**src/shared/trip_latch_pkg.sv**
```systemverilog
// Constants and types shared by the drive trip latch and its input filter.
//
// Summary of operation
// - Any detected trip turns the power output stage off at once.
// - Each trip stays latched until cleared, even after its cause disappears.
// - A detected trip shows as an active alarm on the graphical keypad.
// - The output is never re-enabled while any latched trip remains.
// - A clear request is ignored for a trip whose condition is still active.
// - A keypad stop key press clears inactive trips; the alarm goes once no trip stays latched.
// - In terminal sequencing, a rising edge on application word bit 7 clears.
// - In comms sequencing, a rising edge on network word bit 7 clears.
package trip_latch_pkg;

   localparam int CTRL_WORD_W = 16;
   localparam int RESET_TRIP_BIT = 7;
   localparam int TRIP_COUNT = 8;
   localparam int TRIP_CODE_W = 4;
   localparam logic [TRIP_CODE_W-1:0] NO_TRIP_CODE = 4'hf;
   localparam logic FILTER_RESET_LEVEL = 1'b0;

   typedef enum logic [1:0] {
      SEQ_LOCAL,
      SEQ_TERMINAL,
      SEQ_COMMS
   } seq_mode_e;

endpackage

```
**src/shared/filter_if.sv**
```systemverilog
// Carrier between the trip latch and its pin input filter.
`timescale 1ns/1ps
`default_nettype none
interface filter_if #(parameter int WIDTH = 1);
   logic [WIDTH-1:0] raw;
   logic [WIDTH-1:0] clean;

   modport filter
   (
      input raw,
      output clean
   );

   modport user
   (
      output raw,
      input clean
   );
endinterface
`default_nettype wire

```
**src/rtl/pin_filter.sv**
```systemverilog
// Three-stage synchroniser and agreement filter for asynchronous pin inputs.
`timescale 1ns/1ps
`default_nettype none
module pin_filter
   import trip_latch_pkg::*;
#(
   parameter int WIDTH = 1
)
(
   // Clock and reset
   input wire logic ref_clk,
   input wire logic rst_n,
   // Filtered pins
   filter_if.filter pins
);

   // ==========================================================
   // Synchroniser stages
   logic [WIDTH-1:0] s1_q, s1_d;
   logic [WIDTH-1:0] s2_q, s2_d;
   logic [WIDTH-1:0] s3_q, s3_d;
   logic [WIDTH-1:0] clean_q, clean_d;

   // A change is accepted only once the second and third stages agree.
   always_comb
   begin
      s1_d = pins.raw;
      s2_d = s1_q;
      s3_d = s2_q;
      clean_d = clean_q;
      for (int i = 0; i < WIDTH; i++)
      begin
         if (s2_q[i] == s3_q[i])
         begin
            clean_d[i] = s3_q[i];
         end
      end
   end

   always_ff @(posedge ref_clk)
   begin
      if (!rst_n)
      begin
         s1_q <= {WIDTH{FILTER_RESET_LEVEL}};
         s2_q <= {WIDTH{FILTER_RESET_LEVEL}};
         s3_q <= {WIDTH{FILTER_RESET_LEVEL}};
         clean_q <= {WIDTH{FILTER_RESET_LEVEL}};
      end
      else
      begin
         s1_q <= s1_d;
         s2_q <= s2_d;
         s3_q <= s3_d;
         clean_q <= clean_d;
      end
   end

   assign pins.clean = clean_q;

endmodule
`default_nettype wire

```
**src/rtl/drive_trip_latch_reset.sv**
```systemverilog
// Trip latch, power stage enable and trip clear control of a motor drive.
`timescale 1ns/1ps
`default_nettype none
module drive_trip_latch_reset
   import trip_latch_pkg::*;
#(
   parameter int N_TRIPS = TRIP_COUNT
)
(
   // Clock and reset
   input wire logic ref_clk,
   input wire logic rst_n,
   // Trip condition pins and keypad
   input wire logic [N_TRIPS-1:0] trip_cond_raw,
   input wire logic stop_key_raw,
   // Sequencing and control words
   input wire seq_mode_e seq_mode,
   input wire logic [CTRL_WORD_W-1:0] app_ctrl_word,
   input wire logic [CTRL_WORD_W-1:0] comms_ctrl_word,
   input wire logic run_request,
   // Power stage and keypad outputs
   output logic power_stage_en,
   output logic [N_TRIPS-1:0] trip_latched,
   output logic graphical_keypad_alarm,
   output logic [TRIP_CODE_W-1:0] graphical_keypad_alarm_code
);

   // ==========================================================
   // Pin filtering
   filter_if #(.WIDTH(N_TRIPS + 1)) pins_if ();

   assign pins_if.raw = {stop_key_raw, trip_cond_raw};

   pin_filter #(.WIDTH(N_TRIPS + 1)) u_pin_filter
   (
      .ref_clk(ref_clk),
      .rst_n(rst_n),
      .pins(pins_if)
   );

   logic [N_TRIPS-1:0] trip_cond;
   logic stop_key;

   assign trip_cond = pins_if.clean[N_TRIPS-1:0];
   assign stop_key = pins_if.clean[N_TRIPS];

   // ==========================================================
   // Clear request edge detection
   logic stop_prev_q, stop_prev_d;
   logic app_prev_q, app_prev_d;
   logic comms_prev_q, comms_prev_d;
   logic stop_edge, app_edge, comms_edge, clear_req;

   always_comb
   begin
      stop_prev_d = stop_key;
      app_prev_d = app_ctrl_word[RESET_TRIP_BIT];
      comms_prev_d = comms_ctrl_word[RESET_TRIP_BIT];
      stop_edge = stop_key & ~stop_prev_q;
      app_edge = app_ctrl_word[RESET_TRIP_BIT] & ~app_prev_q;
      comms_edge = comms_ctrl_word[RESET_TRIP_BIT] & ~comms_prev_q;
      clear_req = stop_edge;
      if (seq_mode == SEQ_TERMINAL)
      begin
         clear_req = stop_edge | app_edge;
      end
      else if (seq_mode == SEQ_COMMS)
      begin
         clear_req = stop_edge | comms_edge;
      end
   end

   always_ff @(posedge ref_clk)
   begin
      if (!rst_n)
      begin
         stop_prev_q <= 1'b0;
         app_prev_q <= 1'b1;
         comms_prev_q <= 1'b1;
      end
      else
      begin
         stop_prev_q <= stop_prev_d;
         app_prev_q <= app_prev_d;
         comms_prev_q <= comms_prev_d;
      end
   end

   // ==========================================================
   // Trip latch, power stage and alarm
   logic [N_TRIPS-1:0] latched_q, latched_d;
   logic power_en_q, power_en_d;
   logic alarm_q, alarm_d;
   logic [TRIP_CODE_W-1:0] code_q, code_d;

   always_comb
   begin
      latched_d = latched_q;
      if (clear_req)
      begin
         latched_d = latched_q & trip_cond;
      end
      latched_d = latched_d | trip_cond;
      power_en_d = run_request & ~(|latched_d);
      alarm_d = |latched_d;
      code_d = NO_TRIP_CODE;
      for (int i = N_TRIPS - 1; i >= 0; i--)
      begin
         if (latched_d[i])
         begin
            code_d = TRIP_CODE_W'(i);
         end
      end
   end

   always_ff @(posedge ref_clk)
   begin
      if (!rst_n)
      begin
         latched_q <= '0;
         power_en_q <= 1'b0;
         alarm_q <= 1'b0;
         code_q <= NO_TRIP_CODE;
      end
      else
      begin
         latched_q <= latched_d;
         power_en_q <= power_en_d;
         alarm_q <= alarm_d;
         code_q <= code_d;
      end
   end

   assign power_stage_en = power_en_q;
   assign trip_latched = latched_q;
   assign graphical_keypad_alarm = alarm_q;
   assign graphical_keypad_alarm_code = code_q;
endmodule
`default_nettype wire

```
**config.mk**
```make
export PLATFORM = sky130hd
export DESIGN_NAME = drive_trip_latch_reset
export DESIGN_NICKNAME = d
export VERILOG_FILES = /design/src/shared/trip_latch_pkg.sv /design/src/shared/filter_if.sv /design/src/rtl/pin_filter.sv /design/src/rtl/drive_trip_latch_reset.sv
export SDC_FILE = /design/constraint.sdc
export NUM_CORES = 1
export LEC_CHECK = 0
export BUFFER_PORTS_ARGS = -buffer_cell sky130_fd_sc_hd__buf_4
export CELL_PAD_IN_SITES_DETAIL_PLACEMENT = 1
export CELL_PAD_IN_SITES_GLOBAL_PLACEMENT = 1
export CORE_UTILIZATION = 37
export CTS_CLUSTER_SIZE = 8
export DETAILED_ROUTE_END_ITERATION = 10
export GPL_TIMING_DRIVEN = 1
export PLACE_DENSITY = 0.79
export SYNTH_ARGS = -nofsm -noshare
export SYNTH_HDL_FRONTEND = slang
export SYNTH_HIERARCHICAL = 1
export SYNTH_SLANG_ARGS = --single-unit
```
**constraint.sdc**
```tcl
create_clock -name ref_clk -period 1.8 [get_ports ref_clk]
set_input_delay 0.36 -clock ref_clk [delete_from_list [all_inputs] [get_ports ref_clk]]
set_output_delay 0.36 -clock ref_clk [all_outputs]
set_load 0.01 [all_outputs]
```
==> results of run 1 <==
[power breakdown]
part           leakage, uW  total, uW  switching [uW]  internal [uW]
logic             0.000412       95.7            40.0           55.8
registers         0.000433       1220            11.8           1200
clock network    0.0000585        816             363            453
total             0.000903       2130             415           1710
[synthesized netlist by cell type, types with 3 or more instances]
library cell   n  area (um2)
o21ai_0       10        50.1
and2_2         7        52.6
a41oi_1        4        35.0
dfxtp_1       53        1060
a41o_1         3        30.0
and2_1        23         144
or2_2          3        18.8
nor2_1         8        30.0
a21boi_2       3        33.8
a21boi_0       6        45.0
clkbuf_2       5        25.0
nand2_1       10        37.5
a21oi_1        3        15.0
nand2b_1       5        31.3
[through the flow]
stage | setup slack [ns] | power [uW] | cell area [um2] | util [%] | cells
6_report | 0.275 | 2130 | 2150 | 48.1 | 247
5_1_grt | 0.228 | 2220 | 2150 | 48.1 | 247
4_1_cts | 0.271 | 2170 | 2150 | 48.1 | 247
3_5_place_dp | 0.112 | 1340 | 2030 | 45.5 | 239
3_3_place_gp | 0.164 | 1330 | 2030 | 45.5 | 239
2_1_floorplan | 0.345 | 1290 | 1770 | - | 163
[cells by family after synthesis]
logic type,Yosys count
AOI/OAI and AO/OA,36
buffers and inverters,9
and+or+nand+nor,65
DFF,53
[how the worst max path moves through the flow]
stage                                     end  slack, ns
2_1_floorplan  graphical_keypad_alarm_code[0]       0.35
3_3_place_gp   graphical_keypad_alarm_code[1]       0.16
3_5_place_dp   graphical_keypad_alarm_code[0]       0.11
4_1_cts        graphical_keypad_alarm_code[0]       0.27
5_1_grt        graphical_keypad_alarm_code[1]       0.23
6_report       graphical_keypad_alarm_code[0]       0.27
[per-layer routing]
layer	vias up	wire length, um
li1	615	-
met1	596	1600
met2	35	1730
met3	4	178
met4	0	39
met5	-	0
[registers in the layout, indices dropped and copies added, names as in the netlist, 4 cells and up]
signal	count
u_pin_filter/s3_q	9
u_pin_filter/pins.clean	9
graphical_keypad_alarm_code	4
u_pin_filter/s1_q	9
u_pin_filter/s2_q	9
trip_latched	8
[layout make-up]
| class | instances | area, um2 |
|---|---|---|
| well taps | 52 | 65.1 |
| fillers | 486 | 2320 |
| multi-input cells | 101 | 664 |
| inverters | 1 | 3.75 |
| clock inverters | 1 | 30.0 |
| repair buffers | 32 | 240 |
| clock buffers | 7 | 86.3 |
| flip-flops and latches | 53 | 1060 |
[critical path, cell delays in order (launching register included)]
cell and delay (ns):
dfxtp_1 0.31, nand4bb_1 0.32, and3_4 0.31, a221o_1 0.38, a21oi_2 0.14
==> results by group, run 1 <==
Setup path
  – Critical path class: register to register
  – FF-to-FF Start: app_prev_q
  – R2R cell count: 4
  – R2r setup slk: between 0.2 and 0.3 ns
  – Reg2reg end: graphical_keypad_alarm_code[0]
  – Crit end category: register
  – CP Data Required Time: between 2 and 2.5 ns
  – Worst Setup SP: app_prev_q
  – CP arrival: approximately 1.8 ns
  – Worst Setup Start Kind: register
  – Crit Path Max Fanout: 8

Outcome
  – Run status: finished with violations
  – Failing checks: DRC

Run
  – Max cap viols: 0

Clock tree
  – Clk buf depth: 2
  – Clock edge transition at the registers on the reported setup and hold paths: ~0.090 ns
  – Post-CTS sizing: 0
  – Hold Buf Count CTS: 0
  – Htree depth: 2
  – CTS Buf Count: 5
  – Post-CTS setup buffer count: 0
  – CTS tree: yes
  – Clock Sinks: 53
  – Worst skew pair latency: ~0.30 ns
  – Root Driver: clkbuf_8

Global routing
  – Met3 Usage GRT: 4.50%
  – Top Usage Layer GRT: met2
  – Global routing usage on met1: between 15 and 20%
  – Vias in the first global route: between 1,000 and 1,500
  – Grt total ovfl: 0
  – Grt met2 use: between 20% and 30%
  – Largest net degree at the start of global routing: 32
  – Initial antenna violation count: 0
  – First-pass GRT wire length: 5860 um
  – Gr usage total: between 10% and 20%

Finish
  – Most common cell after layout, fill and taps aside: dfxtp_1
  – Nets: 240
  – Most frequent cells in the layout: dfxtp_1, buf_4, and2_1
  – Layout area overhead: 21.2%
  – Antenna cells: 0
  – Share of layout cells above drive strength 1: 28.7%

Timing
  – Worst hold slack: between 0.2 and 0.3 ns
  – RSZ-0062 raised after global routing: false
  – Relative slew slack: about three quarters
  – Final Setup Violations: 0
  – Final Hold Vio Count: 0
  – Fin crit period: 1.53 ns
  – Setup TNS: 0 ns
  – Max Clk Rate: between 0.6 and 0.7 GHz
  – Final slew viol count: 0
  – Clock Skew: between 0.005 and 0.006 ns
  – Slew @ Worst Pin: 0.348 ns
  – Fin crit share: around 85%

Synthesis
  – Largest family of logic cells by synthesized area: simple AND/OR/NAND/NOR gates
  – Synth Area in Compound Gates: 15.7%
  – #FFs+latches synth: 53
  – Mux cell area share after synthesis: 0%
  – XOR/XNOR Fraction of Synth Area: 0%
  – Post-synthesis sequential area ratio: 59.8%
  – FFs w/ async S/R, synth: 0%
  – Ys flop type: dfxtp_1
  – Syn Nets: between 200 and 250
  – Ys Warns: 6
  – Unique masters post-synth: 32
  – Area of the mapped netlist: ~1800 um2
  – Average cell area after synthesis: around 11 um2
  – Synth Area in Simple Gates: between 20% and 30%
  – Syn Inst Count: approximately 160
  – Number of synthesized flops with an enable pin: 0
  – Adder-Cell Fraction of Synth Area: 0%

Floorplan
  – Row count: 24
  – IO Pins: 60
  – Initial Util: slightly below 40%
  – DIE HEIGHT: around 70 um
  – DIE WIDTH: 71.2 um
  – Core area: ~4500 um2
  – Die area: around 5100 um2

Routing
  – # DRC: 5
  – Antenna Nets Post-Route: 0
  – WL/cell: about 14 um
  – Vias per inst: around 5
  – Vias post-DR: ~1,300
  – Final wirelength: 3540 um
  – DR iter-0 viols: 50
  – Drt pass-1 iters: 7

Worst hold path
  – Worst Hold End: comms_prev_q
  – Hold_sp: comms_ctrl_word[7]
  – Hold path cells: 2
  – Worst min path class: input pin to register

Power and ir drop
  – LEAKAGE: 0.000903 uW
  – Pwr/cell area: about 990 nW/um2
  – Maximum vdd ir drop: 432 uV

Placed design
  – Port Buffers: 29
  – Routability cong.: 0.804
  – HPWL after detailed placement: 2590 um
(Power assumes the default switching activity.)
==> run 2, diff against run 1 <==
CORE_UTILIZATION = 33   (was 37)
PLACE_DENSITY = 0.74   (was 0.79)
clock period = 1.4 ns   (was 1.8 ns; I/O delays follow)
==> results by group, run 2 (same netlist as run 1, synthesis figures left out) <==
Outcome
  – Run status: finished, final reports clean

Global routing
  – Largest net degree at the start of global routing: between 40 and 50
  – Gr usage total: between 10% and 20%
  – Vias in the first global route: around 1,400
  – Initial antenna violation count: 0
  – First-pass GRT wire length: 6200 um
  – Grt total ovfl: 0

Clock tree
  – Hold Buf Count CTS: 0
  – Clock Sinks: 53
  – Worst skew pair latency: 0.30 ns
  – CTS Buf Count: 5
  – Clk buf depth: 2
  – Clock edge transition at the registers on the reported setup and hold paths: 0.09 ns
  – CTS tree: yes
  – Root Driver: clkbuf_8
  – Htree depth: 2

Finish
  – Nets: ~260
  – Reg area: between 1000 and 1500 um2
  – # fillers: ~600
  – Layout area overhead: 34.9%
  – Antenna cells: 0
  – Multi-input logic area: between 700 and 800 um2
  – Layout Cells excl Fill: 280
  – Share of layout cells above drive strength 1: 41.4%
  – Most common cell after layout, fill and taps aside: dfxtp_1
  – Most frequent cells in the layout: dfxtp_1, buf_4, and2_1

Worst hold path
  – Worst min path class: input pin to register
  – Worst Hold End: u_pin_filter/s1_q[7]
  – Hold path cells: 2
  – Hold_sp: trip_cond_raw[7]

Power and ir drop
  – Switching share of power: 22.4%
  – Net Switching: 572 uW
  – Pint: around 2000 uW
  – Combinational Power Share: ~6%
  – LEAKAGE: 0.00100 uW
  – Clock share of power: between 30% and 40%
  – Sequential share of power: 61.2%
  – Pwr/cell area: between 1000 and 1500 nW/um2
  – Maximum vdd ir drop: between 700 and 800 uV

Setup path
  – FF-to-FF Start: comms_prev_q
  – Critical path class: register to register
  – CP arrival: approximately 1.6 ns
  – R2r setup slk: 0.03 ns
  – CP Data Required Time: approximately 1.6 ns
  – Crit Path Max Fanout: 6
  – Crit end category: register
  – Reg2reg end: graphical_keypad_alarm_code[0]
  – Worst Setup Start Kind: register
  – R2R cell count: 4

Timing
  – Final Hold Vio Count: 0
  – Clock Skew: about 0.0023 ns
  – Max Clk Rate: 0.732 GHz
  – RSZ-0062 raised after global routing: true
  – Worst hold slack: around 0.17 ns
  – Relative slew slack: 79.5%
  – Final Setup Violations: 0
  – Slew @ Worst Pin: 0.307 ns
  – Fin crit period: 1.37 ns
  – Final slew viol count: 0
  – Fin crit share: a little over nine tenths

Floorplan
  – DIE HEIGHT: 75.3 um
  – Row count: 26
  – Initial Util: 34.5%
  – Core area: between 5000 and 6000 um2
  – Die area: 5670 um2
  – IO Pins: 60
  – DIE WIDTH: between 70 and 80 um

Run
  – Max cap viols: 0

Placed design
  – Port Buffers: 29
  – HPWL after detailed placement: 2430 um
  – Cells after DPL: around 270
  – Routability cong.: 0.785

Routing
  – Vias per inst: 4.73
  – Antenna Nets Post-Route: 0
  – Final wirelength: a little under 4000 um
  – # DRC: 0
  – Drt pass-1 iters: 4
  – DR iter-0 viols: approximately 50
  – WL/cell: 13.9 um
  – Vias post-DR: 1,324
run 2: cell count changes in the layout (fill, tap and decap cells not counted), moves of 2 or more:
cell / before / now
dfxtp_2: 0 / 4
a41oi_1: 4 / 2
nor4_1: 2 / 0
buf_4: 32 / 47
nand4bb_1: 2 / 0
dfxtp_1: 53 / 49
nand4bb_4: 0 / 2
nor4_4: 0 / 2
a41oi_2: 0 / 2
run 2: metal layers:
layer	part of all wire, %	wire, um	vias up	GRT usage [%]
met5	0	0	-	0
li1	-	-	650	-
met1	42	1650	638	16.5
met3	3.5	138	8	3.57
met2	52	2040	28	28.1
met4	1.8	72	0	5.56
run 2: final cells by class:
cell class	count	area share, %
Tap cell	70	3.66
Multi-Input combinational cell	101	32.5
Timing Repair Buffer	48	15.6
Clock buffer	5	2.88
Clock inverter	2	0.680
Sequential cell	53	44.5
Inverter	1	0.157
run 2: power by group through the flow:
stage / registers [uW] / logic [uW] / clock network, uW
floorplan: 1600 / 65.6 / 0
global placement: 1600 / 131 / 0
detailed placement: 1600 / 135 / 0
CTS: 1560 / 148 / 862
global route: 1570 / 166 / 930
finish: 1560 / 151 / 840
run 2: timing repair:
| item | 4_1_cts | 5_1_grt |
|---|---|---|
| resized for setup | 8 | 12 |
| buffers inserted | 0 | 1 |
| hold endpoints to repair | 0 | 0 |
| setup endpoints to repair | 5 | 5 |
| pin swaps | 5 | 12 |
run 2: metrics by stage:
stage	utilization [%]	setup TNS [ns]	power, uW	worst slack, ns	area [um2]
5_1_grt	46.6	-0.0458	2660	-0.0172	2390
6_report	46.6	0	2550	0.0343	2390
2_1_floorplan	-	0	1660	0.0183	1770
3_3_place_gp	42.5	-0.418	1730	-0.145	2180
3_5_place_dp	42.5	-0.602	1730	-0.182	2180
4_1_cts	45.2	-0.0917	2570	-0.0512	2320
run 2: critical path, stage by stage (launching register included):
cell and delay [ns]:
dfxtp_1 0.31, nand4bb_4 0.22, and3_4 0.25, a221o_1 0.35, a21oi_2 0.16
run 2: how the worst max path moves through the flow:
stage / cells after the start / endpoint / slack (ns) / startpoint
2_1_floorplan: 6 / graphical_keypad_alarm_code[0] / 0.02 / app_prev_q
3_3_place_gp: 5 / graphical_keypad_alarm_code[1] / -0.14 / seq_mode[1]
3_5_place_dp: 5 / graphical_keypad_alarm_code[0] / -0.18 / seq_mode[1]
4_1_cts: 4 / power_stage_en / -0.05 / u_pin_filter/pins.clean[4]
5_1_grt: 4 / graphical_keypad_alarm_code[0] / -0.02 / comms_prev_q
6_report: 4 / graphical_keypad_alarm_code[0] / 0.03 / comms_prev_q
